## src/include/wdr_pkg.sv

```systemverilog
// Purpose: constants, types and helpers of the watchdog and reset block
// Assumes: 25 MHz system clock, AHB-Lite word registers
// Notes:   timing counts derive from times held in their own unit
package wdr_pkg;

   localparam longint unsigned CLK_HZ = 25_000_000;
   localparam longint unsigned NS_PER_S = 1_000_000_000;

   // register byte addresses
   localparam logic [7:0] ADDR_WATCHDOG_CTRL = 8'h00;
   localparam logic [7:0] ADDR_VSEL = 8'h04;
   localparam logic [7:0] ADDR_CTRL = 8'h08;
   localparam logic [7:0] ADDR_STAT = 8'h0C;
   localparam logic [27:0] ADDR_HI_ZERO = 28'h0000000;

   // watchdog_ctrl layout
   localparam int KEY_MSB = 7;
   localparam int KEY_LSB = 3;
   localparam int TSEL_MSB = 2;
   localparam logic [4:0] KEY_DISABLE = 5'h15;
   localparam logic [4:0] KEY_ENABLE = 5'h0A;
   localparam logic [7:0] WATCHDOG_CTRL_POR = 8'h53;

   // voltage_select_field codes
   localparam logic [7:0] VSEL_2V10 = 8'h55;
   localparam logic [7:0] VSEL_2V55 = 8'h33;
   localparam logic [7:0] VSEL_3V15 = 8'h99;
   localparam logic [7:0] VSEL_3V80 = 8'hAA;
   localparam logic [7:0] VSEL_POR = VSEL_2V10;

   // system_control_flags and status bit positions
   localparam int CTRL_KEEP_BIT = 7;
   localparam int CTRL_LOW_VOLTAGE_RESET_FLAG_BIT = 2;
   localparam int CTRL_LRF_BIT = 1;
   localparam int CTRL_WRF_BIT = 0;
   localparam int STAT_TO_BIT = 0;

   // watchdog counter and corruption delay
   localparam int WDT_CNT_W = 18;
   localparam logic [1:0] CORRUPT_TICKS = 2'h2;

   // timing, times in ns
   localparam longint unsigned POR_DELAY_NS = 50_000_000;
   localparam longint unsigned RESTART_DELAY_NS = 16_700_000;
   localparam longint unsigned LV_QUAL_NS = 100_000;
   localparam longint unsigned POR_CYC_DEF = POR_DELAY_NS * CLK_HZ / NS_PER_S;
   localparam longint unsigned RST_CYC_DEF =
      RESTART_DELAY_NS * CLK_HZ / NS_PER_S;
   localparam longint unsigned LVQ_CYC_DEF =
      (LV_QUAL_NS * CLK_HZ + NS_PER_S - 1) / NS_PER_S;
   localparam int DLY_W = 21;

   // values handed to the core and port logic during reset
   localparam logic [11:0] PC_RESET_VAL = 12'h000;
   localparam logic [7:0] PORT_RESET_VAL = 8'hFF;

   // AHB-Lite
   localparam logic [1:0] HTRANS_NONSEQ = 2'h2;
   localparam logic [2:0] HSIZE_WORD = 3'h2;

   typedef enum logic [1:0] {
      ST_POR  = 2'h0,
      ST_RUN  = 2'h1,
      ST_HOLD = 2'h3,
      ST_WAIT = 2'h2
   } wdr_state_t;

   // terminal count for the selected division ratio
   function automatic logic [WDT_CNT_W-1:0] wdt_limit(input logic [2:0] ts);
      logic [4:0] sh;
      case (ts)
         3'h0: sh = 5'h08;
         3'h1: sh = 5'h0A;
         3'h2: sh = 5'h0C;
         3'h3: sh = 5'h0E;
         3'h4: sh = 5'h0F;
         3'h5: sh = 5'h10;
         3'h6: sh = 5'h11;
         default: sh = 5'h12;
      endcase
      wdt_limit = (18'h00001 << sh) - 18'h00001;
   endfunction

   function automatic logic vsel_valid(input logic [7:0] v);
      vsel_valid = (v == VSEL_2V10) || (v == VSEL_2V55) ||
                   (v == VSEL_3V15) || (v == VSEL_3V80);
   endfunction

endpackage

```

## src/core/wdr_sync.sv

```systemverilog
// Purpose: reset release and low-speed oscillator tick for the block
// Assumes: LOW_SPEED_INTERNAL_OSC pin is synchronous to the system clock
// Notes:   tick is one system cycle per rising oscillator edge
`timescale 1ns/1ps
module wdr_sync
   import wdr_pkg::*;
(
   // clock and raw reset
   input  wire logic clk_in,
   input  wire logic rst_n_in,
   // oscillator
   input  wire logic low_speed_internal_osc_in,
   // results
   output wire logic rst_n_out,
   output wire logic tick_out
);

   typedef struct packed {
      logic r1;
      logic r2;
      logic prev;
   } wdr_sync_t;

   wdr_sync_t q;
   wdr_sync_t n;

   always_comb begin
      n = q;
      n.r1 = 1'b1;
      n.r2 = q.r1;
      n.prev = low_speed_internal_osc_in;
   end

   always_ff @(posedge clk_in or negedge rst_n_in) begin
      if (!rst_n_in) begin
         q <= '0;
      end else begin
         q <= n;
      end
   end

   assign rst_n_out = q.r2;
   // counts only oscillator edges, never system cycles
   assign tick_out = low_speed_internal_osc_in & ~q.prev;

endmodule // wdr_sync

```

## src/core/wdr_top.sv

```systemverilog
// Purpose: watchdog timer with keyed control and device reset generation
// Assumes: AHB-Lite slave, single word transfers, zero wait states
// Notes:   system reset out stays low until the power-on delay has run
//
// Behaviour
// - watchdog overflow issues full device reset; the code only sets the flag and clears PC/SP when it comes in power-down
// - key 10101 disables, 01010 enables, else reset
// - normal timeout resets device, sets timeout flag
// - sleep timeout sets flag, clears PC/SP only
// - bad key, clear instruction, halt clear counter
// - only clear instruction clears among instructions; the code also clears the counter on halt
// - division ratios from two^8 to two^18
// - power-on loads zero program counter
// - ports and directions start all ones
// - hold execution for power-on delay
// - undervoltage must persist before reset fires
// - bad select code resets after 2-3 ticks
// - only four select codes are valid
// - undervoltage reset keeps select register
// - bad select reset restores select default
// - select register powers up as 0x55
// - power-down disables undervoltage reset
// - undervoltage flag bit 2, write-zero clear
// - select corruption flag bit 1, write-zero clear
// - control bits six to three read zero
// - timeout reset like undervoltage, 16.7 ms
// - bad key resets after 2-3 ticks, bit 0
// - three-bit select picks division ratio
// - counter clocked by low-speed oscillator only
//
// Chosen here: register access over AHB-Lite and the placing of the registers.
`timescale 1ns/1ps
module wdr_top
   import wdr_pkg::*;
#(
   parameter int unsigned POR_CYCLES     = int'(POR_CYC_DEF),
   parameter int unsigned RESTART_CYCLES = int'(RST_CYC_DEF),
   parameter int unsigned LV_QUAL_CYCLES = int'(LVQ_CYC_DEF)
)(
   // clock and reset
   input  wire logic        CLK_SYS_IN,
   input  wire logic        RST_N_IN,
   // AHB-Lite slave
   input  wire logic        HSEL_IN,
   input  wire logic [31:0] HADDR_IN,
   input  wire logic [1:0]  HTRANS_IN,
   input  wire logic        HWRITE_IN,
   input  wire logic [2:0]  HSIZE_IN,
   input  wire logic [31:0] HWDATA_IN,
   input  wire logic        HREADY_IN,
   output wire logic [31:0] HRDATA_OUT,
   output wire logic        HREADYOUT_OUT,
   output wire logic        HRESP_OUT,
   // core events
   input  wire logic        WATCHDOG_CLEAR_INSTRUCTION_IN,
   input  wire logic        HALT_IN,
   input  wire logic        POWER_DOWN_IN,
   // analog side
   input  wire logic        LOW_SPEED_INTERNAL_OSC_IN,
   input  wire logic        UNDERVOLT_IN,
   output wire logic [7:0]  VSEL_OUT,
   // reset results
   output wire logic        SYS_RST_N_OUT,
   output wire logic        PC_SP_CLR_OUT,
   output wire logic        TIMEOUT_FLAG_OUT,
   output wire logic        IDLE_SYSCLK_KEEP_OUT,
   output wire logic [11:0] PC_INIT_OUT,
   output wire logic [7:0]  PORT_INIT_OUT
);

   ////////////////////////////////////////////////////////////////////////
   // state

   typedef struct packed {
      wdr_state_t             st;
      logic [7:0]             watchdog_ctrl;
      logic [7:0]             vsel;
      logic                   keep;
      logic                   low_voltage_reset_flag;
      logic                   select_corruption_flag;
      logic                   watchdog_key_corruption_flag;
      logic                   to;
      logic [WDT_CNT_W-1:0]   wcnt;
      logic [1:0]             kpend;
      logic [1:0]             spend;
      logic [DLY_W-1:0]       dcnt;
      logic [DLY_W-1:0]       lvcnt;
      logic                   sel_cause;
      logic                   pcsp;
      logic                   rstn;
      logic                   a_act;
      logic                   a_wr;
      logic [7:0]             a_addr;
      logic [31:0]            rdata;
   } wdr_top_t;

   localparam wdr_top_t RESET_STATE = '{
      st: ST_POR, watchdog_ctrl: WATCHDOG_CTRL_POR, vsel: VSEL_POR,
      keep: 1'b0, low_voltage_reset_flag: 1'b0, select_corruption_flag: 1'b0, watchdog_key_corruption_flag: 1'b0, to: 1'b0,
      wcnt: '0, kpend: 2'h0, spend: 2'h0, dcnt: '0, lvcnt: '0,
      sel_cause: 1'b0, pcsp: 1'b0, rstn: 1'b0, a_act: 1'b0,
      a_wr: 1'b0, a_addr: 8'h00, rdata: 32'h00000000};

   localparam logic [DLY_W-1:0] POR_LAST = DLY_W'(POR_CYCLES - 1);
   localparam logic [DLY_W-1:0] RESTART_LAST = DLY_W'(RESTART_CYCLES - 1);
   localparam logic [DLY_W-1:0] LVQ_LAST = DLY_W'(LV_QUAL_CYCLES);

   wdr_top_t q;
   wdr_top_t n;
   logic     rst_n;
   logic     tick;
   logic     key_en;
   logic     key_bad;
   logic     sel_bad;
   logic     ovf;
   logic     key_fire;
   logic     sel_fire;
   logic     lv_cond;
   logic     lv_fire;
   logic     addr_ok;
   logic     go;

   wdr_sync u_sync (
      .clk_in    (CLK_SYS_IN),
      .rst_n_in  (RST_N_IN),
      .low_speed_internal_osc_in   (LOW_SPEED_INTERNAL_OSC_IN),
      .rst_n_out (rst_n),
      .tick_out  (tick)
   );

   ////////////////////////////////////////////////////////////////////////
   // next state

   always_comb begin
      n = q;
      n.pcsp = 1'b0;
      key_en = q.watchdog_ctrl[KEY_MSB:KEY_LSB] == KEY_ENABLE;
      key_bad = !key_en && (q.watchdog_ctrl[KEY_MSB:KEY_LSB] != KEY_DISABLE);
      sel_bad = !vsel_valid(q.vsel);
      // overflow at the selected counter width
      ovf = (q.st == ST_RUN) && key_en && tick &&
            (q.wcnt == wdt_limit(q.watchdog_ctrl[TSEL_MSB:0]));
      key_fire = (q.st == ST_RUN) && key_bad && tick &&
                 (q.kpend == CORRUPT_TICKS);
      sel_fire = (q.st == ST_RUN) && sel_bad && tick &&
                 (q.spend == CORRUPT_TICKS);
      lv_cond = UNDERVOLT_IN && !POWER_DOWN_IN && !sel_bad;
      lv_fire = (q.st == ST_RUN) && lv_cond && (q.lvcnt == LVQ_LAST);

      // data phase write
      if (q.a_act && q.a_wr) begin
         case (q.a_addr)
            ADDR_WATCHDOG_CTRL: n.watchdog_ctrl = HWDATA_IN[7:0];
            ADDR_VSEL: n.vsel = HWDATA_IN[7:0];
            ADDR_CTRL: begin
               n.keep = HWDATA_IN[CTRL_KEEP_BIT];
               // ones are ignored, only zero clears
               if (!HWDATA_IN[CTRL_LOW_VOLTAGE_RESET_FLAG_BIT]) n.low_voltage_reset_flag = 1'b0;
               if (!HWDATA_IN[CTRL_LRF_BIT]) n.select_corruption_flag = 1'b0;
               if (!HWDATA_IN[CTRL_WRF_BIT]) n.watchdog_key_corruption_flag = 1'b0;
            end
            default: n.keep = q.keep;
         endcase
      end

      // watchdog counter, advances on oscillator ticks only
      if (!key_en) begin
         n.wcnt = '0;
      end else if (tick) begin
         n.wcnt = ovf ? '0 : q.wcnt + 1'b1;
      end
      if (WATCHDOG_CLEAR_INSTRUCTION_IN || HALT_IN) begin
         n.wcnt = '0;
         n.to = 1'b0;
      end
      if (ovf) begin
         n.to = 1'b1;
      end

      // corruption tick counters, saturate at the firing count
      if (!key_bad) begin
         n.kpend = 2'h0;
      end else if (tick && q.kpend != CORRUPT_TICKS) begin
         n.kpend = q.kpend + 2'h1;
      end
      if (!sel_bad) begin
         n.spend = 2'h0;
      end else if (tick && q.spend != CORRUPT_TICKS) begin
         n.spend = q.spend + 2'h1;
      end

      // undervoltage qualification; short dips restart the count
      if (!lv_cond) begin
         n.lvcnt = '0;
      end else if (q.lvcnt != LVQ_LAST) begin
         n.lvcnt = q.lvcnt + 1'b1;
      end

      // reset sequencer
      case (q.st)
         ST_POR: begin
            if (q.dcnt == POR_LAST) begin
               n.st = ST_RUN;
               n.dcnt = '0;
            end else begin
               n.dcnt = q.dcnt + 1'b1;
            end
         end
         ST_RUN: begin
            if (key_fire || sel_fire || lv_fire ||
                (ovf && !POWER_DOWN_IN)) begin
               n.st = ST_HOLD;
               if (key_fire) n.watchdog_key_corruption_flag = 1'b1;
               if (sel_fire) n.select_corruption_flag = 1'b1;
               if (lv_fire) n.low_voltage_reset_flag = 1'b1;
               n.sel_cause = sel_fire;
            end else if (ovf) begin
               n.pcsp = 1'b1;
            end
         end
         ST_HOLD: begin
            // watchdog control back to power-on value, select register too after a bad select code
            n.watchdog_ctrl = WATCHDOG_CTRL_POR;
            if (q.sel_cause) begin
               n.vsel = VSEL_POR;
            end else begin
               n.vsel = q.vsel;
            end
            if (tick) begin
               n.st = ST_WAIT;
               n.dcnt = '0;
            end
         end
         ST_WAIT: begin
            if (q.dcnt == RESTART_LAST) begin
               n.st = ST_RUN;
               n.dcnt = '0;
               n.sel_cause = 1'b0;
            end else begin
               n.dcnt = q.dcnt + 1'b1;
            end
         end
         default: n.st = ST_POR;
      endcase
      // watchdog, corruption and undervoltage counters stay clear while the device is held in reset
      if (n.st != ST_RUN) begin
         n.wcnt = '0;
         n.kpend = 2'h0;
         n.spend = 2'h0;
         n.lvcnt = '0;
      end
      n.rstn = n.st == ST_RUN;

      // address phase; read data taken from the updated copy
      addr_ok = HADDR_IN[31:4] == ADDR_HI_ZERO;
      go = HSEL_IN && HREADY_IN && HTRANS_IN[1];
      n.a_act = go && addr_ok;
      n.a_wr = HWRITE_IN;
      n.a_addr = HADDR_IN[7:0];
      n.rdata = 32'h00000000;
      if (go && addr_ok && !HWRITE_IN) begin
         case (HADDR_IN[7:0])
            ADDR_WATCHDOG_CTRL: n.rdata[7:0] = n.watchdog_ctrl;
            ADDR_VSEL: n.rdata[7:0] = n.vsel;
            ADDR_CTRL: n.rdata[7:0] = {n.keep, 4'h0,
                                       n.low_voltage_reset_flag, n.select_corruption_flag, n.watchdog_key_corruption_flag};
            ADDR_STAT: n.rdata[STAT_TO_BIT] = n.to;
            default: n.rdata = 32'h00000000;
         endcase
      end
   end

   always_ff @(posedge CLK_SYS_IN or negedge rst_n) begin
      if (!rst_n) begin
         q <= RESET_STATE;
      end else begin
         q <= n;
      end
   end

   ////////////////////////////////////////////////////////////////////////
   // outputs

   assign HRDATA_OUT = q.rdata;
   assign HREADYOUT_OUT = 1'b1;
   assign HRESP_OUT = 1'b0;
   assign VSEL_OUT = q.vsel;
   assign SYS_RST_N_OUT = q.rstn;
   assign PC_SP_CLR_OUT = q.pcsp;
   assign TIMEOUT_FLAG_OUT = q.to;
   assign IDLE_SYSCLK_KEEP_OUT = q.keep;
   // core and ports load these while reset is low
   assign PC_INIT_OUT = PC_RESET_VAL;
   assign PORT_INIT_OUT = PORT_RESET_VAL;
endmodule // wdr_top

```

## config.mk

```make
export PLATFORM = sky130hd
export DESIGN_NAME = wdr_top
export DESIGN_NICKNAME = d
export VERILOG_FILES = /design/src/include/wdr_pkg.sv /design/src/core/wdr_sync.sv /design/src/core/wdr_top.sv
export SDC_FILE = /design/constraint.sdc
export NUM_CORES = 1
export LEC_CHECK = 0
export BUFFER_PORTS_ARGS = -buffer_cell sky130_fd_sc_hd__buf_4
export CORE_MARGIN = 5
export CORE_UTILIZATION = 55
export CTS_BUF_LIST = sky130_fd_sc_hd__clkbuf_4 sky130_fd_sc_hd__clkbuf_8
export DETAILED_ROUTE_END_ITERATION = 6
export PLACE_DENSITY = 0.83
export SETUP_SLACK_MARGIN = 0.3
export SLEW_MARGIN = 20
export SYNTH_ARGS = -nofsm -noshare
export SYNTH_HDL_FRONTEND = slang
export SYNTH_SLANG_ARGS = --single-unit
```

## constraint.sdc

```tcl
create_clock -name CLK_SYS_IN -period 3.6 [get_ports CLK_SYS_IN]
set_input_delay 0.36 -clock CLK_SYS_IN [delete_from_list [all_inputs] [get_ports CLK_SYS_IN]]
set_output_delay 0.36 -clock CLK_SYS_IN [all_outputs]
set_load 0.01 [all_outputs]
```

==> impl_summary.md, run 1 <==
Flow run
The tool flagged a number of max-cap violations equal to 0.

STA
Headroom to the max-slew limit came out at 37.1%. The worst-case setup margin in the final layout is 0.459 ns. Setup violations remaining at the end of the flow were counted as 0. Subtracting the final worst setup slack from the clock period gives 3.14 ns. The final critical-path share of the clock period is 87.2%. Hold is met by 0.0824 ns. The number of pins with negative max-slew slack in the final report is 0.

The highest clock frequency the design can meet is 318 MHz. Setup repair after global routing left no endpoint under its margin. The worst clock skew is 0.0157 ns. The hold violation total from the final report is 0. The total negative slack for setup checks is 0 ns.

The worst-margin pin slew is 0.936 ns.

Logic synthesis
The most used flip-flop cell after synthesis is sky130_fd_sc_hd__dfrtp_1. The post-synthesis cell area is 6660 um2. The gate count after technology mapping is 711. The count of flip-flops with a built-in enable after synthesis is 0. In this run, distinct cell masters in the synthesized netlist total 74.

The mean post-synth cell area is 9.37 um2. The flip-flop and latch count after synthesis is 111. The share of async-settable or async-resettable flops after synthesis is 100%.

For this run, the register share of the synthesized area comes to 41.8%. The number of synthesis warnings is 0.

Floorplan
The floorplan step defined a core boundary enclosing 12000 um2. Once the floorplan was initialized, standard cells occupied 55.7% of the core. The vertical die dimension is 120 um. The die covers 14400 um2.

From left edge to right edge, the die measures 120 um. The count of standard-cell rows is 40. During I/O placement, the number of pins put on the boundary was 145.

Worst setup path
The total stage count of the critical path is 9. The kind of cell with the highest combined delay along the critical path is simple AND/OR/NAND/NOR gates. The critical setup path kind is flip-flop to flip-flop. The most common cell type on the critical path is sky130_fd_sc_hd__nand4_1.

The longest individual stage delay on the worst path is 0.47 ns. The buffering stage count on the worst path with inverters included is 2. The slowest cell on the critical path is sky130_fd_sc_hd__buf_4. The signal on the critical path passes through inv_1, ha_1, and3b_1, nand4_1, a311oi_1, nand4_1, a41oi_4, buf_4, nor3_1. The element type at the critical path end is a flip-flop.

The category of the worst setup path launch point is a flip-flop. At the worst endpoint, the arrival time is 3.38 ns. The biggest fanout along the worst timing path is 45.

The worst reg2reg path depth is 9. The data required time of the critical path is 3.84 ns.

Clock network
The deepest clock path buffer count is 2. Buffers added to address setup during post-CTS repair amount to 0. The CTS sink count is 111. The H-tree was split into 3 levels.

The clock transition time at the flip-flop clock pins of the worst setup and hold paths is 0.10 ns. The root buffer selected by CTS is sky130_fd_sc_hd__clkbuf_8. The TritonCTS clock tree is done. The number of clock buffers added by TritonCTS is 9. The later-pin clock latency in the skew report is 0.39 ns.

Cells and area
The net total in the final layout is 846. The final-layout fill cell count is 990. In the layout the commonest cells are sky130_fd_sc_hd__dfrtp_1 (102), sky130_fd_sc_hd__buf_4 (76), sky130_fd_sc_hd__nor2_1 (59). The sequential cells in the finished layout cover a total of 2790 um2. Leaving out fill and tap cells, the most frequent cell in the layout is sky130_fd_sc_hd__dfrtp_1. Cells fill 60.5% of the core in the end. Relative to the synthesized area, the layout overhead comes to 8.58%.

The area of the multi-input gates is 3300 um2. The number of diodes is 0. The share of layout cells above drive strength 1 is 17.4%.

GRT
The number of global-route vias before repair was 5336. The combined global-route utilization of all metal layers is 21.2%. The first global-routing pass estimated 25.2 mm of wire. For this run the aggregate overflow at the end of global routing stands at 0. The initial antenna violation count is 0.

The largest net degree at the start of global routing is 89.

Status
The run finished with clean final reports.

Route
The number of DRC violations after detailed routing is 0. The final wirelength is 15.2 mm. The total length of routed met3 wires is 912 um. The initial detailed-routing violation count is 458.

After detailed routing, no signal wire sits above met4. Wire segments on met2 add up to 7.78 mm in the final route. The number of routed nets with antenna violations is 0. The via total after detailed routing is 5421. The first detailed-routing pass took 5 iterations. Using the TritonRoute via totals, the vias-per-cell ratio works out to 5.98. The detailed-route wire length per cell is 16.7 um. The detailed router put a total of 6.26 mm of wire on met1.

Placement
The HPWL after detailed placement is 11.1 mm. OpenSTA, run right after detailed placement, puts the worst setup slack at 0.527 ns. The last weighted congestion value of the routability-driven placer is 0.916. The number of port buffers is 70.

Power and ir drop
The leakage power of the design is 3.12 nW. The areal power density over the cells is 321 nW/um2. The worst vdd rail ir drop is 0.000285 V.

Hold path
The worst hold path stage count is 1. The class of the tightest hold or removal check is primary input to flip-flop.
## layer usage
layer,track usage (%),vias to the layer above
met3,5.18,26
met4,6.94,0
li1,-,2534
met1,26.7,2671
met5,0,-
met2,35.9,190
## worst paths after layout
path                                                  from                          to  slack [ns]
worst max-delay path                      q[131]$_DFF_PN0_           q[45]$_DFFE_PN0P_        0.46
worst min-delay path                           HADDR_IN[1]             q[33]$_DFF_PN0_        0.08
worst max register to register            q[131]$_DFF_PN0_           q[45]$_DFFE_PN0P_        0.46
worst min register to register       u_sync.n[1]$_DFF_PN0_  u_sync.rst_n_out$_DFF_PN0_        0.36
max in group asynchronous       u_sync.rst_n_out$_DFF_PN0_       VSEL_OUT[6]$_DFF_PN1_        2.40
min in group asynchronous                         RST_N_IN  u_sync.rst_n_out$_DFF_PN0_        0.29
## Yosys cell counts (all sizes together), types with 3 or more instances
cell type | instances | area share [%]
dfrtp | 103 | 39
buf | 79 | 8.9
nor2 | 59 | 3.3
nand2 | 56 | 3.2
nand3 | 41 | 3.1
nor3 | 37 | 3.5
inv | 29 | 1.6
nor4 | 23 | 2.3
nand4 | 21 | 2.0
xnor2 | 21 | 2.8
xor2 | 21 | 2.8
a21oi | 18 | 1.4
o21ai | 18 | 1.4
a211oi | 14 | 1.7
ha | 12 | 2.3
clkbuf | 11 | 0.62
a31oi | 10 | 0.94
nor2b | 10 | 0.94
or4 | 9 | 1.0
a311oi | 8 | 1.1
dfstp | 8 | 3.2
mux2i | 8 | 1.2
a211o | 7 | 0.92
and2 | 5 | 0.49
and3 | 5 | 0.47
and4 | 5 | 0.66
nor4bb | 5 | 0.75
or2 | 5 | 0.51
and4bb | 4 | 0.75
nand2b | 4 | 0.38
nand3b | 4 | 0.45
nor3b | 4 | 0.53
a21o | 3 | 0.34
and4b | 3 | 0.45
nand4b | 3 | 0.39
nor4b | 3 | 0.49
o2111ai | 3 | 0.39
or3 | 3 | 0.28
## cells by family after synthesis
family / after synthesis / share of synthesized area, %
compound gates: 103 / 11.3
buf+inv: 119 / 11.2
flops: 111 / 41.8
xor+xnor: 42 / 5.52
other cells: 2 / 0.113
mux: 9 / 1.37
fa+ha+maj: 12 / 2.25
simple gates: 313 / 26.5
## sequential cells by signal (all words and copies together), names as in the netlist
| register | flops |
|---|---|
| IDLE_SYSCLK_KEEP_OUT | 1 |
| PC_SP_CLR_OUT | 1 |
| q | 88 |
| u_sync.rst_n_out | 1 |
| TIMEOUT_FLAG_OUT | 1 |
| u_sync.q | 1 |
| u_sync.n | 1 |
| HRDATA_OUT | 8 |
| VSEL_OUT | 8 |
| SYS_RST_N_OUT | 1 |
## metrics by stage
step	std cells	total power, mW	cell area, um2
after CTS	906	2.34	7220
after global routing	907	2.41	7240
after detailed placement	889	1.42	6960
after global placement	889	1.42	6960
after floorplan	756	1.40	6830
final	907	2.32	7240
## final cells by class
type                    instances  area share (%)
flip-flops and latches        111            38.6
well taps                     147            2.54
clock buffers                  11            2.01
multi-input cells             526            45.6
repair buffers                 78            8.30
clock inverters                 5            1.44
inverters                      29            1.50
## power by group
part	total [mW]	internal, mW	switching, mW	leakage, nW
combinational	0.130	0.0553	0.0746	1.55
clock	0.919	0.491	0.429	0.127
sequential	1.28	1.26	0.0174	1.44
total	2.32	1.80	0.521	3.12
## worst register-to-register path: stages, from the launching register on
cell and delay [ns]:
sky130_fd_sc_hd__dfrtp_1 0.41, sky130_fd_sc_hd__inv_1 0.15, sky130_fd_sc_hd__ha_1 0.32, sky130_fd_sc_hd__and3b_1 0.32, sky130_fd_sc_hd__nand4_1 0.12, sky130_fd_sc_hd__a311oi_1 0.44, sky130_fd_sc_hd__nand4_1 0.31, sky130_fd_sc_hd__a41oi_4 0.28
sky130_fd_sc_hd__buf_4 0.47, sky130_fd_sc_hd__nor3_1 0.17
## repair_timing
action / 4_1_cts / 5_1_grt
gates resized for setup: 0 / 0
hold buffers: 1 / 0
hold endpoints to repair: 3 / 0
endpoints found under the setup margin: 0 / 0
(Power assumes the default switching activity.)
==> inputs of run 2 (changes only) <==
Settings changed: HOLD_SLACK_MARGIN set to 0.1.
==> run 2 against run 1 <==
Total power is 0.13% higher. Clock power is 0.4% lower. Final area is 1.1% higher.
==> impl_summary.md, run 2 (same netlist as run 1, synthesis figures left out) <==
Status
Run status: finished clean (unchanged).

Worst setup path
The kind of cell with the highest combined delay on the critical path is simple AND/OR/NAND/NOR gates (unchanged). The longest individual stage delay on the worst path came to 0.47 ns (about the same). The critical setup path kind is flip-flop to flip-flop (unchanged). The data required time of the critical path came to 3.84 ns (about the same).

The biggest fanout along the worst timing path is 45 (unchanged). The startpoint of the most critical register-to-register path is q[131]$_DFF_PN0_ (unchanged). The arrival time of data at the critical path endpoint came to 3.39 ns (was 3.38 ns). Cells traversed along the worst timing path: inv_1, ha_1, and3b_1, nand4_1, a311oi_1, nand4_1, a41oi_4, buf_4, nor3_1 (unchanged). The slowest cell on the critical path is sky130_fd_sc_hd__a311oi_1 (was sky130_fd_sc_hd__buf_4). The worst setup path startpoint is q[131]$_DFF_PN0_ (unchanged). The category of the worst setup path launch point is a flip-flop (unchanged). The most common cell type on the critical path is sky130_fd_sc_hd__nand4_1 (unchanged).

The buffering stage count on the worst path with inverters included came to 2 (unchanged). The element type at the critical path end is a flip-flop (unchanged).

Cells and area
The core occupancy in the finished layout was 61.2% (was 60.5%). The share of layout cells above drive strength 1 is 17.2% (was 17.4%). The net total in the final layout is 854 (was 846).

The register with the most flip-flops was q (unchanged). The signed area change from the synthesized netlist to the final layout came to 9.78% (was 8.58%). The most common cell after layout, fill and taps aside is sky130_fd_sc_hd__dfrtp_1 (unchanged). The count of placed standard cells in the final layout, fillers left out came to 915 (was 907).

The final cell area excluding filler cells came to 7320 um2 (was 7240 um2). The flip-flop count of the largest register, all copies and words added is 88 (unchanged). Commonest cells after routing, fill and taps aside: sky130_fd_sc_hd__dfrtp_1 (102), sky130_fd_sc_hd__buf_4 (76), sky130_fd_sc_hd__nor2_1 (59) (unchanged). The number of diodes is 0 (unchanged).

Clock network
The TritonCTS clock tree was done (unchanged). The root buffer selected by CTS is sky130_fd_sc_hd__clkbuf_8 (unchanged). The deepest clock path buffer count is 2 (unchanged).

The number of clock buffers inserted by TritonCTS was 9 (unchanged). The number of levels in the clock H-tree is 3 (unchanged). The later-pin clock latency in the skew report is 0.39 ns (about the same). The count of instances resized after the clock tree is built is 0 (unchanged). The CTS sink count is 111 (unchanged). The clock transition time at the flip-flop clock pins of the worst setup and hold paths is 0.10 ns (about the same). The number of buffers added for setup after CTS is 0 (unchanged).

Route
The detailed-route wire length per cell is 16.6 um (was 16.7 um). The number of search-and-repair iterations in the first detailed-routing pass is 7 (was 5). The number of routed nets with antenna violations is 0 (unchanged). The initial detailed-routing violation count is 519 (was 458). The number of DRC violations after detailed routing is 0 (unchanged). The detailed-routed wire length on met2 was 7.85 mm (was 7.78 mm). The total length of routed met3 wires was 881 um (was 912 um). The met1 layer wirelength in the final routing is 6.24 mm (was 6.26 mm). The final wirelength is 15.2 mm (about the same). The via total after detailed routing is 5444 (was 5421).

The via density per instance is 5.95 (was 5.98). The uppermost layer routed is met4 (unchanged).

STA
The minimum period implied by the final worst setup slack came to 3.15 ns (was 3.14 ns). The hold violation total from the final report is 0 (unchanged). The number of pins with negative max-slew slack in the final report is 0 (unchanged). The number of setup violations in the final report came to 0 (unchanged). RSZ-0062 raised after global routing: false (unchanged). The final critical-path share of the clock period came to 87.6% (was 87.2%). The remaining max-slew budget at the tightest pin is 38.0% (was 37.1%). The worst hold margin is 0.145 ns (was 0.0824 ns). The total negative slack for setup checks is 0 ns (unchanged).

The worst-margin pin slew was 0.923 ns (was 0.936 ns). The highest clock frequency the design can meet came to 317 MHz (was 318 MHz). The worst clock skew is 0.0144 ns (was 0.0157 ns).

Flow run
The max capacitance violation total was 0 (unchanged).

GRT
The total overflow reported by the global router is 0 (unchanged). The number of global-route vias before repair is 5358 (was 5336). The first-pass GRT wire length is 25.3 mm (was 25.2 mm). The combined global-route utilization of all metal layers came to 21.3% (was 21.2%).

The initial antenna violation count came to 0 (unchanged). The largest net degree at the start of global routing came to 89 (unchanged).

Power and ir drop
The leakage power of the design is 3.15 nW (was 3.12 nW). The areal power density over the cells is 318 nW/um2 (was 321 nW/um2). The worst vdd rail ir drop is 0.000292 V (was 0.000285 V).

Placement
The number of port buffers is 70 (unchanged). The last weighted congestion value of the routability-driven placer was 0.916 (unchanged). The HPWL after detailed placement was 11.1 mm (unchanged). The placed instance count is 889 (unchanged). The standard cell area after detailed placement is 6960 um2 (unchanged).

Floorplan
The die area is 14400 um2 (unchanged). The vertical die dimension is 120 um (unchanged). The initial core utilization is 55.7% (unchanged). The number of primary I/O pins is 145 (unchanged).

The horizontal die dimension is 120 um (unchanged). The count of standard-cell rows is 40 (unchanged). The standard cell core area is 12000 um2 (unchanged).

Hold path
The launch instance of the worst min-delay path was HADDR_IN[3] (was HADDR_IN[1]). The class of the tightest hold or removal check is primary input to flip-flop (unchanged).
-- run 2: cell type report --
type                       instances  area [um2]
clock buffer                      11         145
inverter                          29         109
sequential                       111        2790
clock inverter                     5         104
tap                              147         184
multi-input combinational        526        3300
timing repair buffer              86         681
fill                             978        4650
-- run 2: timing repair --
item / in CTS / in global routing
hold buffers: 8 / 1
setup endpoints to repair: 0 / 0
endpoints found under the hold margin: 10 / 1
-- run 2: per-layer routing --
metal | GRT usage (%) | up-vias
met3 | 5.14 | 31
met2 | 36.2 | 181
li1 | - | 2550
met4 | 6.94 | 0
met5 | 0 | -
met1 | 26.7 | 2682
-- run 2: power by group --
group / internal, mW / leakage [nW] / switching (mW) / total, mW
sequential: 1.26 / 1.44 / 0.0174 / 1.28
clock: 0.491 / 0.127 / 0.425 / 0.915
combinational: 0.0609 / 1.58 / 0.0761 / 0.137
-- run 2: worst register-to-register path: stages (launching register included) --
cell	delay, ns
sky130_fd_sc_hd__dfrtp_1	0.41
sky130_fd_sc_hd__inv_1	0.15
sky130_fd_sc_hd__ha_1	0.32
sky130_fd_sc_hd__and3b_1	0.32
sky130_fd_sc_hd__nand4_1	0.12
sky130_fd_sc_hd__a311oi_1	0.47
sky130_fd_sc_hd__nand4_1	0.31
sky130_fd_sc_hd__a41oi_4	0.28
sky130_fd_sc_hd__buf_4	0.47
sky130_fd_sc_hd__nor3_1	0.16
-- run 2: through the flow --
stage | total power [mW] | setup WS (ns)
after floorplan | 1.40 | 0.323
after global placement | 1.42 | 0.677
after detailed placement | 1.42 | 0.527
after CTS | 2.34 | 0.488
after global routing | 2.42 | 0.341
final | 2.33 | 0.446
-- run 2: worst paths after layout --
| check | end | cells after the start | slack [ns] |
|---|---|---|---|
| worst max-delay path | q[45]$_DFFE_PN0P_ | 9 | 0.45 |
| min in group asynchronous | u_sync.rst_n_out$_DFF_PN0_ | 2 | 0.29 |
| worst min-delay path | q[35]$_DFF_PN0_ | 1 | 0.15 |
| worst min register to register | u_sync.rst_n_out$_DFF_PN0_ | 0 | 0.36 |
| worst max register to register | q[45]$_DFFE_PN0P_ | 9 | 0.45 |
| max in group asynchronous | q[128]$_DFF_PN1_ | 1 | 2.40 |
==> inputs of run 3 (changes only) <==
Settings changed: CTS_BUF_LIST sky130_fd_sc_hd__clkbuf_4 sky130_fd_sc_hd__clkbuf_8 to unset, CTS_CLUSTER_SIZE set to 8, HOLD_SLACK_MARGIN 0.1 to unset.
==> run 3 against run 2 <==
Sequential power barely moved. Setup slack got worse by 0.018 ns. Total power rose by 10%. Highest routed layer unchanged. Critical path depth did not move. Cell count fell by 0.87%. Die area did not move. Sequential share of layout area fell by 0.091 points. Core utilization rose by 0.15 points.
==> impl_summary.md, run 3 (same netlist as run 1, synthesis figures left out) <==
Hold path
The launch instance of the worst min-delay path is HADDR_IN[1] (was HADDR_IN[3]). The sink of the worst hold path is q[33]$_DFF_PN0_ (was q[35]$_DFF_PN0_). The class of the tightest hold or removal check is primary input to flip-flop (unchanged). The worst hold path stage count came to 1 (unchanged).

Cells and area
The signed area change from the synthesized netlist to the final layout came to 10.0% (was 9.78%). Commonest cells after routing, fill and taps aside: sky130_fd_sc_hd__dfrtp_1 (102), sky130_fd_sc_hd__buf_4 (76), sky130_fd_sc_hd__nor2_1 (59) (unchanged). The net total in the final layout is 846 (was 854). The sequential standard cell area was 2790 um2 (unchanged).

The final cell area excluding filler cells was 7330 um2 (was 7320 um2). The most common cell after layout, fill and taps aside is sky130_fd_sc_hd__dfrtp_1 (unchanged). The count of placed standard cells in the final layout, fillers left out is 907 (was 915).

The flip-flop count of the largest register, all copies and words added was 88 (unchanged). The final-layout fill cell count is 975 (was 978). The core occupancy in the finished layout is 61.3% (was 61.2%). The share of layout cells above drive strength 1 is 17.2% (about the same). The number of diodes is 0 (unchanged). The register with the most flip-flops was q (unchanged). The area of the multi-input gates was 3300 um2 (unchanged).

GRT
The met1 capacity usage during global routing was 26.7% (about the same). The layer with the highest usage is met2 (unchanged). The first-pass GRT wire length came to 25.5 mm (was 25.3 mm). The global routing met3 resource utilization is 5.04% (was 5.14%). The largest net degree at the start of global routing is 89 (unchanged). The number of global-route vias before repair was 5368 (was 5358). The total overflow reported by the global router is 0 (unchanged). The met2 global-route usage is 37.0% (was 36.2%). The initial antenna violation count came to 0 (unchanged). The combined global-route utilization of all metal layers was 21.4% (was 21.3%).

Clock network
The count of instances resized after the clock tree is built was 0 (unchanged). The number of hold buffers added after CTS is 1 (was 8). The root buffer selected by CTS is sky130_fd_sc_hd__clkbuf_16 (was sky130_fd_sc_hd__clkbuf_8). The number of buffers added for setup after CTS is 0 (unchanged). The deepest clock path buffer count came to 2 (unchanged). The CTS sink count came to 111 (unchanged). The later-pin clock latency in the skew report was 0.36 ns (was 0.39 ns). The clock transition time at the flip-flop clock pins of the worst setup and hold paths is 0.07 ns (was 0.10 ns). The TritonCTS clock tree was done (unchanged). The number of levels in the clock H-tree is 3 (unchanged). The number of clock buffers inserted by TritonCTS came to 9 (unchanged).

Floorplan
The number of primary I/O pins is 145 (unchanged). The count of standard-cell rows was 40 (unchanged). The standard cell core area came to 12000 um2 (unchanged).

The horizontal die dimension is 120 um (unchanged). The initial core utilization was 55.7% (unchanged). The die area was 14400 um2 (unchanged). The vertical die dimension came to 120 um (unchanged).

STA
RSZ-0062 raised after global routing: false (unchanged). The remaining max-slew budget at the tightest pin came to 36.3% (was 38.0%). The number of pins with negative max-slew slack in the final report is 0 (unchanged). The worst-margin pin slew is 0.948 ns (was 0.923 ns). The minimum period implied by the final worst setup slack is 3.17 ns (was 3.15 ns). The number of setup violations in the final report is 0 (unchanged). The final critical-path share of the clock period was 88.1% (was 87.6%).

The hold violation total from the final report is 0 (unchanged). The highest clock frequency the design can meet is 315 MHz (was 317 MHz). The total negative slack for setup checks is 0 ns (unchanged). The worst clock skew was 0.00999 ns (was 0.0144 ns).

Worst setup path
The arrival time of data at the critical path endpoint is 3.38 ns (was 3.39 ns). The slowest cell on the critical path is sky130_fd_sc_hd__a311oi_1 (unchanged). The biggest fanout along the worst timing path is 45 (unchanged).

The critical setup path kind was flip-flop to flip-flop (unchanged). The element type at the critical path end is a flip-flop (unchanged). The capture point of the worst reg-to-reg path is q[45]$_DFFE_PN0P_ (unchanged).

The startpoint of the most critical register-to-register path is q[131]$_DFF_PN0_ (unchanged). The data required time of the critical path was 3.81 ns (was 3.84 ns). The category of the worst setup path launch point is a flip-flop (unchanged). The longest individual stage delay on the worst path is 0.46 ns (was 0.47 ns). The worst reg2reg path depth is 9 (unchanged).

The most common cell type on the critical path is sky130_fd_sc_hd__nand4_1 (unchanged). The register-to-register path setup slack is 0.43 ns (was 0.45 ns). The buffering stage count on the worst path with inverters included came to 2 (unchanged). The kind of cell with the highest combined delay on the critical path is simple AND/OR/NAND/NOR gates (unchanged). Cells traversed along the worst timing path: inv_1, ha_1, and3b_1, nand4_1, a311oi_1, nand4_1, a41oi_4, buf_4, nor3_1 (unchanged).

Power and ir drop
The part of the total power dissipated in combinational logic was 5.1% (was 5.9%). The leakage power of the design came to 3.16 nW (was 3.15 nW). The clock share of power is 45.1% (was 39.3%). The worst vdd rail ir drop is 0.000281 V (was 0.000292 V). The areal power density over the cells is 349 nW/um2 (was 318 nW/um2). The relative contribution of sequential cells to total power is 49.8% (was 54.8%). The net switching share of the total power is 21.4% (was 22.3%). The internal power is 2.01 mW (was 1.81 mW).

The switching component of the power was 547 uW (was 518 uW).

Route
The via density per instance was 6.01 (was 5.95). The detailed-route wire length per cell came to 16.9 um (was 16.6 um). The number of search-and-repair iterations in the first detailed-routing pass is 5 (was 7). The number of DRC violations after detailed routing came to 0 (unchanged). The initial detailed-routing violation count came to 486 (was 519).

The final wirelength was 15.3 mm (was 15.2 mm). The via total after detailed routing is 5453 (was 5444). The number of routed nets with antenna violations is 0 (unchanged).

Placement
The last weighted congestion value of the routability-driven placer is 0.916 (unchanged). The standard cell area after detailed placement came to 6960 um2 (unchanged). The placed instance count is 889 (unchanged). The number of port buffers is 70 (unchanged). The HPWL after detailed placement is 11.1 mm (unchanged).

Flow run
The max capacitance violation total is 0 (unchanged).

Status
Run status: finished clean (unchanged).
[run 3: cell count changes in the layout (fill, tap and decap cells not counted), sizes merged]
| cell | change |
|---|---|
| dlygate4sd3 | -8 |
[run 3: area by class of cell]
| class | count | share of cell area [%] |
|---|---|---|
| Clock buffer | 11 | 3.31 |
| Sequential cell | 111 | 38.1 |
| Multi-Input combinational cell | 526 | 45.0 |
| Timing Repair Buffer | 78 | 8.19 |
| Clock inverter | 5 | 1.42 |
| Inverter | 29 | 1.48 |
| Tap cell | 147 | 2.51 |
[run 3: how the worst max path moves through the flow]
stage                                    start                 endpoint  slack [ns]  cells after the start
floorplan           u_sync.rst_n_out$_DFF_PN0_  HRDATA_OUT[0]$_DFF_PN0_        0.32                      0
detailed placement            q[131]$_DFF_PN0_       q[108]$_DFFE_PN0P_        0.53                      9
global placement              q[131]$_DFF_PN0_        q[47]$_DFFE_PN0P_        0.68                      9
CTS                           q[131]$_DFF_PN0_        q[45]$_DFFE_PN0P_        0.50                      9
global route                  q[131]$_DFF_PN0_        q[45]$_DFFE_PN0P_        0.35                      9
finish                        q[131]$_DFF_PN0_        q[45]$_DFFE_PN0P_        0.43                      9
[run 3: stage by stage]
stage                     power (mW)  hold WS (ns)  worst slack (ns)
after global placement          1.42         0.159             0.677
after detailed placement        1.42         0.160             0.527
after floorplan                 1.40        0.0644             0.323
final                           2.56         0.118             0.428
after CTS                       2.57         0.112             0.497
after global routing            2.65         0.104             0.348
[run 3: layer usage]
| layer | share of wire, % | vias to the layer above |
|---|---|---|
| met1 | 40 | 2691 |
| met2 | 51 | 203 |
| met5 | 0 | - |
| li1 | - | 2535 |
| met3 | 6.8 | 24 |
| met4 | 1.4 | 0 |
[run 3: worst register-to-register path, delay by kind of cell (launching register included)]
family	cells	cell delay, ns
AND/OR/NAND/NOR	4	0.95
buffers and inverters	2	0.61
flip-flops	1	0.40
AO/OA/AOI/OAI	2	0.74
adder cells (fa/ha/maj)	1	0.33
[run 3: power groups by stage]
| stage | Combinational [mW] | Clock, mW | Sequential [mW] |
|---|---|---|---|
| final | 0.131 | 1.16 | 1.28 |
| after global routing | 0.143 | 1.22 | 1.28 |
| after CTS | 0.119 | 1.17 | 1.28 |
| after detailed placement | 0.117 | 0 | 1.31 |
| after global placement | 0.115 | 0 | 1.31 |
| after floorplan | 0.0929 | 0 | 1.30 |
